File: src/common/mul_interlock_defines.vh
// Overview of operation
// - Accumulator load from register after multiply gets access stage.
// - Its access stage stretches over remaining busy cycles as one slot.
// - Stretched access contends with instruction fetch like any multiplier access.
// - Accumulator load from memory after multiply is handled alike.
// - Word multiply: fetch, decode, operate, access, two busy cycles.
// - Multiplier stays busy exactly two cycles after the access ends.
// - Multiply access meeting fetch splits the slot; fetch goes next.
// - A non-multiplier follower runs normally; busy cycles never stall.
// - Flag multiplier users that directly follow a word multiply.
`ifndef MUL_INTERLOCK_DEFINES_VH
`define MUL_INTERLOCK_DEFINES_VH

// ****************************************************
// Instruction classes seen by the interlock
// ****************************************************
`define CLS_W              4
`define CLS_NONE           4'h0
`define CLS_SIGNED_MUL     4'h1
`define CLS_UNSIGNED_MUL   4'h2
`define CLS_LDACC_REG      4'h3
`define CLS_LDACC_MEM      4'h4
`define CLS_STACC_REG      4'h5
`define CLS_STACC_MEM      4'h6
`define CLS_MAC_WORD       4'h7
`define CLS_MAC_LONG       4'h8
`define CLS_DOUBLE_MUL     4'h9

// ****************************************************
// Multiplier timing
// ****************************************************
`define BUSY_W             2
`define BUSY_CYCLES        2'h2
`define BUSY_LAST          2'h1
`define BUSY_IDLE          2'h0

`endif

File: src/hw/busy_counter.v
`timescale 1ns/1ps
// ****************************************************
// Reloadable down counter of remaining busy cycles
// ****************************************************
module busy_counter #(
   parameter W = 2
) (
   // Clock and reset
   input  wire         clk_i,
   input  wire         rst_i,
   // Control
   input  wire         load_i,
   input  wire [W-1:0] value_i,
   // Count
   output wire [W-1:0] count_o
);

   reg [W-1:0] count_r;
   reg [W-1:0] count_nxt;

   always @* begin
      count_nxt = count_r;
      if (load_i) begin
         count_nxt = value_i;
      end else if (count_r != {W{1'b0}}) begin
         count_nxt = count_r - {{(W-1){1'b0}}, 1'b1};
      end
   end

   always @(posedge clk_i or posedge rst_i) begin
      if (rst_i) begin
         count_r <= {W{1'b0}};
      end else begin
         count_r <= count_nxt;
      end
   end

   assign count_o = count_r;

endmodule // busy_counter

File: src/hw/multiplier_pipeline_interlock.v
`timescale 1ns/1ps
`include "mul_interlock_defines.vh"

module multiplier_pipeline_interlock (
   // Clock and reset
   input  wire                 clk_i,
   input  wire                 rst_i,
   // Decode stage
   input  wire                 dec_valid_i,
   input  wire [`CLS_W-1:0]    dec_cls_i,
   output wire                 dec_accept_o,
   // Instruction fetch arbitration
   input  wire                 fetch_req_i,
   output wire                 fetch_grant_o,
   output wire                 hold_o,
   // Multiplier status
   output wire                 mult_access_o,
   output wire                 access_stretch_o,
   output wire                 access_done_o,
   output wire                 mult_busy_o,
   output reg                  contention_o
);

   // ****************************************************
   // Class helpers
   // ****************************************************
   function is_word_mul;
      input [`CLS_W-1:0] c;
      begin
         is_word_mul = (c == `CLS_SIGNED_MUL) ||
                       (c == `CLS_UNSIGNED_MUL);
      end
   endfunction

   function is_acc_load;
      input [`CLS_W-1:0] c;
      begin
         is_acc_load = (c == `CLS_LDACC_REG) ||
                       (c == `CLS_LDACC_MEM);
      end
   endfunction

   // Every class except plain instructions reaches the multiplier
   function uses_mult;
      input [`CLS_W-1:0] c;
      begin
         uses_mult = (c != `CLS_NONE) && (c <= `CLS_DOUBLE_MUL);
      end
   endfunction

   // ****************************************************
   // Stage registers
   // ****************************************************
   reg                 op_valid_r;
   reg  [`CLS_W-1:0]   op_cls_r;
   reg                 acc_valid_r;
   reg  [`CLS_W-1:0]   acc_cls_r;
   reg                 acc_follow_r;
   reg  [`CLS_W-1:0]   last_cls_r;

   reg                 op_valid_nxt;
   reg  [`CLS_W-1:0]   op_cls_nxt;
   reg                 acc_valid_nxt;
   reg  [`CLS_W-1:0]   acc_cls_nxt;
   reg                 acc_follow_nxt;
   reg  [`CLS_W-1:0]   last_cls_nxt;
   reg                 contention_nxt;

   wire [`BUSY_W-1:0]  busy_cnt;
   wire                acc_mult;
   wire                stretch;
   wire                acc_done;
   wire                split_now;
   wire                hold;
   wire                busy_load;
   wire                advance;
   wire                acc_is_mul;
   wire                op_uses;
   wire                last_is_mul;

   // ****************************************************
   // Decoded class flags
   // ****************************************************
   // Decoded once so every stage sees the same class view
   assign advance     = !hold;
   assign acc_is_mul  = is_word_mul(acc_cls_r);
   assign op_uses     = uses_mult(op_cls_r);
   assign last_is_mul = is_word_mul(last_cls_r);

   // ****************************************************
   // Access stage control
   // ****************************************************
   // Only multiplier users take part in the port arbitration
   assign acc_mult = acc_valid_r && uses_mult(acc_cls_r);

   // Accumulator load right after a multiply waits for the last
   // busy cycle; it then finishes together with it
   // Other multiplier users are only flagged, not held: the
   // stretch covers accumulator loads alone
   assign stretch = acc_valid_r && acc_follow_r &&
                    is_acc_load(acc_cls_r) &&
                    (busy_cnt > `BUSY_LAST);

   assign acc_done = acc_valid_r && !stretch;

   // Fetch loses the port to the access, then gets the second half
   assign split_now = acc_done && acc_mult &&
                      fetch_req_i;

   assign hold = stretch || split_now;

   // Fetch is blocked for the whole (possibly stretched) access slot
   assign fetch_grant_o = fetch_req_i && !acc_mult;

   // ****************************************************
   // Outputs
   // ****************************************************
   // Busy follows the registered count, so it never glitches
   assign hold_o           = hold;
   assign dec_accept_o     = !hold;
   assign mult_access_o    = acc_mult;
   assign access_stretch_o = stretch;
   assign access_done_o    = acc_done;
   assign mult_busy_o      = (busy_cnt != `BUSY_IDLE);

   // ****************************************************
   // Multiplier busy cycles
   // ****************************************************
   // Counted from the end of the access, not from the slot, so a
   // split or a held pipeline never changes the busy length
   assign busy_load = acc_done && acc_is_mul;

   busy_counter #(
      .W (`BUSY_W)
   ) u_busy (
      .clk_i   (clk_i),
      .rst_i   (rst_i),
      .load_i  (busy_load),
      .value_i (`BUSY_CYCLES),
      .count_o (busy_cnt)
   );

   // ****************************************************
   // Operate stage
   // ****************************************************
   // Held decode inputs are ignored, not queued: the decode
   // stage keeps them until accept is seen high at an edge
   always @* begin
      op_valid_nxt = op_valid_r;
      op_cls_nxt   = op_cls_r;
      if (advance) begin
         // Plain followers move on unless a split holds them; busy alone never holds
         op_valid_nxt = dec_valid_i;
         op_cls_nxt   = dec_cls_i;
      end
   end

   always @(posedge clk_i or posedge rst_i) begin
      if (rst_i) begin
         op_valid_r <= 1'b0;
         op_cls_r   <= `CLS_NONE;
      end else begin
         op_valid_r <= op_valid_nxt;
         op_cls_r   <= op_cls_nxt;
      end
   end

   // ****************************************************
   // Access stage
   // ****************************************************
   always @* begin
      acc_valid_nxt  = acc_valid_r;
      acc_cls_nxt    = acc_cls_r;
      acc_follow_nxt = acc_follow_r;
      if (advance) begin
         acc_valid_nxt  = op_valid_r;
         acc_cls_nxt    = op_cls_r;
         // Follower flag keeps adjacency across bubbles
         acc_follow_nxt = op_valid_r && last_is_mul;
      end else if (acc_done) begin
         // Split: access is finished, leave a bubble for the fetch
         acc_valid_nxt = 1'b0;
      end
   end

   always @(posedge clk_i or posedge rst_i) begin
      if (rst_i) begin
         acc_valid_r  <= 1'b0;
         acc_cls_r    <= `CLS_NONE;
         acc_follow_r <= 1'b0;
      end else begin
         acc_valid_r  <= acc_valid_nxt;
         acc_cls_r    <= acc_cls_nxt;
         acc_follow_r <= acc_follow_nxt;
      end
   end

   // ****************************************************
   // Instruction history and contention flag
   // ****************************************************
   // Bubbles do not break adjacency: only a valid instruction
   // replaces the remembered class, and a held one never flags
   // twice, so the flag marks its first access cycle only
   always @* begin
      last_cls_nxt   = last_cls_r;
      contention_nxt = 1'b0;
      if (advance && op_valid_r) begin
         last_cls_nxt   = op_cls_r;
         contention_nxt = last_is_mul && op_uses;
      end
   end

   always @(posedge clk_i or posedge rst_i) begin
      if (rst_i) begin
         last_cls_r   <= `CLS_NONE;
         contention_o <= 1'b0;
      end else begin
         last_cls_r   <= last_cls_nxt;
         contention_o <= contention_nxt;
      end
   end

endmodule // multiplier_pipeline_interlock

File: config.mk
export PLATFORM = sky130hd
export DESIGN_NAME = multiplier_pipeline_interlock
export DESIGN_NICKNAME = d
export VERILOG_FILES = /design/src/hw/busy_counter.v /design/src/hw/multiplier_pipeline_interlock.v
export VERILOG_INCLUDE_DIRS = /design/src /design/src/common
export SDC_FILE = /design/constraint.sdc
export NUM_CORES = 1
export LEC_CHECK = 0
export BUFFER_PORTS_ARGS = -buffer_cell sky130_fd_sc_hd__buf_4
export CORE_MARGIN = 2
export CORE_UTILIZATION = 38
export CTS_CLUSTER_DIAMETER = 120
export CTS_CLUSTER_SIZE = 25
export DETAILED_ROUTE_END_ITERATION = 10
export SLEW_MARGIN = 20
export SYNTH_ARGS = -nofsm -noshare
export SYNTH_HDL_FRONTEND = slang
export SYNTH_HIERARCHICAL = 1
export SYNTH_SLANG_ARGS = --single-unit
File: constraint.sdc
create_clock -name clk_i -period 1.8 [get_ports clk_i]
set_input_delay 0.27 -clock clk_i [delete_from_list [all_inputs] [get_ports clk_i]]
set_output_delay 0.27 -clock clk_i [all_outputs]
set_load 0.005 [all_outputs]
==> metrics <==
H-tree depth=1; Worst Setup End Kind=output pin; share of cells above drive strength 1=61.47%; worst skew pair latency=0.29 ns; Final Hold Viols=0; worst path required time=1.53 ns; RSZ-0062 raised after global routing=yes; CTS tree=done; critical path's top delay family=simple AND/OR/NAND/NOR gates; vias in the first global route=626; antenna-violating nets left=0; CP max-delay cell=or4_4; CP Launch Type=flip-flop; Final Power=1515 uW; arrival time at the worst endpoint=1.81 ns; drc violations=0; switch share=30.44%; top-count cell post-synth=dfrtp_1; Synth Instances=72; pwr/cell area=1110 nW/um2; Post-Route WL=1928 um; largest area contributor in the netlist=dfrtp_1; leading post-synthesis cells by cell area=dfrtp_1 (49%), mux2_4 (11%), mux2_2 (8.6%); Hold Crit Class=in -> reg; Combinational Power Share=43.6%; synth unique cells=28; Final nets=119; pre-CTS setup slack=-0.06009 ns; # IOs=16; Yosys top cell area share=49.05%; Clock Skews=0.008200 ns; worst hold margin=0.1960 ns; Mapped Area=918.4 um2; Worst slew margin=58.99%; ys async rst share=100.0%; endpoints failing setup=17; largest net degree at the start of global routing=17; yosys warns=6; number of port buffers=15; final setup margin=-0.2798 ns; worst slew pin tran=0.6144 ns; Leakage=0.0006899 uW; Crit Path Category=reg -> out; gr usage total=15.41%; status=complete, but fails checks; Clock Tree Buf Depth=2; min Tclk post-route=2.080 ns; WP buf/inv=3; #FFs+latches synth=18; critical path fanouts, max=4; failing checks=setup timing; DRT Pass-1 Iters=4; initial antenna violation count=0; Reg power frac=40.1%; first-pass GRT wire length=3015 um; CP peak stage delay=0.52 ns; Psw=461.3 uW; DIE HEIGHT=53.16 um; CP cell instances=or4_4 > and3_4 > a21oi_4 > buf_12 > inv_1 > buf_4; vias per std cell=4.927; Peak Freq=480.8 MHz; CTS sink count=18; Antenna Cells=0; Final period util=115.5%; syn_area_per_cell=12.76 um2; via count=675; starting density of the core=40.73%; layout overhead on the synthesized area=48.64%; FP Rows=17; final global-route overflow total=0; Die X=53.16 um; Finished Layout Cells=137; First DRT Iteration DRCs=2; internal power=1054 uW; CTS clk-pin slew, worst paths=0.11 ns; Synth Flop Type=dfrtp_1; Post-synth EDFFs=0; core box area=2255 um2; Post-DP HPWL=1251 um; Clock power frac=16.3%; register area share after synthesis=49.05%; CTS buffer count=3; clk root buf=clkbuf_4; setup TNS=-3.208 ns; full die area=2826 um2; RePlAce Congestion=0.7287; maxcap violations=0; synth cell count leaders=dfrtp_1 (18), mux2_2 (7), mux2_4 (7); pins over their slew limit=0; dpl cells=122; post-synth net total=81; Avg WL per Cell=14.07 um; Max IR drop VDD=0.6454 mV
## cell usage in the layout, fill, tap and decap left out, drive strengths merged
master,instances
o2111ai,1
or4,2
and2,1
dfrtp,18
nor3b,1
xor2,2
nor4b,1
o31ai,1
and3,1
inv,6
or2,1
nand3,1
mux2,14
a21oi,1
buf,32
nor2b,3
clkbuf,4
dlygate4sd3,1
ha,1
o21ai,3
and4,1
and2b,1
conb,2
nand4,1
nor2,1
nand2,5
bufbuf,1
and3b,1
xnor2,1
## registers in the layout, indices dropped and copies added (netlist names)
signal	cells
acc_cls_r	4
acc_follow_r	1
acc_valid_r	1
contention_o	1
last_cls_r	4
op_cls_r	4
op_valid_r	1
u_busy/count_o	2
## final cells by class
type                       count  area (um2)
sequential                    18       451.7
inverter                       6       22.52
fill                         187       889.6
multi-input combinational     47       481.7
timing repair buffer          34       337.8
clock buffer                   4       36.28
tap                           28       35.03
## per-stage QoR
step / instance area [um2] / util [%]
4_1_cts: 1341 / 59.49
2_1_floorplan: 918.4 / -
5_1_grt: 1365 / 60.54
3_3_place_gp: 1119 / 49.61
6_report: 1365 / 60.54
3_5_place_dp: 1119 / 49.61
## kinds of logic (layout without fill, tap and decap cells)
logic type / count (synthesis) / in the layout / share of synthesized area [%]
AOI/OAI and AO/OA: 6 / 6 / 5.722
other: 2 / 2 / 0.8177
muxes: 14 / 14 / 20.03
DFF: 18 / 18 / 49.05
adders and majority gates: 1 / 1 / 1.362
xor gates and xnor gates: 3 / 3 / 2.862
and+or+nand+nor: 21 / 21 / 15.53
buffers and inverters: 7 / 44 / 4.632
## timing repair
action / 4_1_cts / 5_1_grt
resized for setup: 20 / 5
endpoints found under the hold margin: 2 / 0
buffers inserted: 8 / 1
gates cloned: 1 / 0
setup endpoints to repair: 16 / 17
pin swaps: 1 / 2
hold buffers: 1 / 0
## power groups by stage
| stage | Clock [uW] | Sequential [uW] | Combinational [uW] |
|---|---|---|---|
| after global placement | 0 | 602 | 478 |
| final | 247 | 608 | 660 |
| after floorplan | 0 | 585 | 338 |
| after CTS | 251 | 606 | 633 |
| after global routing | 276 | 626 | 706 |
| after detailed placement | 0 | 605 | 497 |
## worst paths after layout
kind	startpoint	end	slack, ns	cells past startpoint
min in group asynchronous	rst_i	u_busy/count_o[0]$_DFFE_PP0P_	0.38	3
setup / recovery	acc_cls_r[0]$_DFFE_PP0N_	hold_o	-0.28	6
hold / removal	dec_cls_i[1]	op_cls_r[1]$_DFFE_PP0N_	0.20	2
setup reg to reg	acc_cls_r[0]$_DFFE_PP0N_	op_valid_r$_DFFE_PP0N_	-0.22	6
max in group asynchronous	rst_i	acc_cls_r[1]$_DFFE_PP0N_	0.76	3
hold reg to reg	last_cls_r[3]$_DFFE_PP0P_	last_cls_r[3]$_DFFE_PP0P_	0.52	1
## metal layers
layer | track usage (%) | routed length [um] | vias up
met5 | 0 | 0 | -
met4 | 5.556 | 41 | 0
met3 | 2.542 | 79 | 4
met2 | 25.21 | 937 | 17
met1 | 20.43 | 870 | 334
li1 | - | - | 320
(Power assumes the default switching activity.)
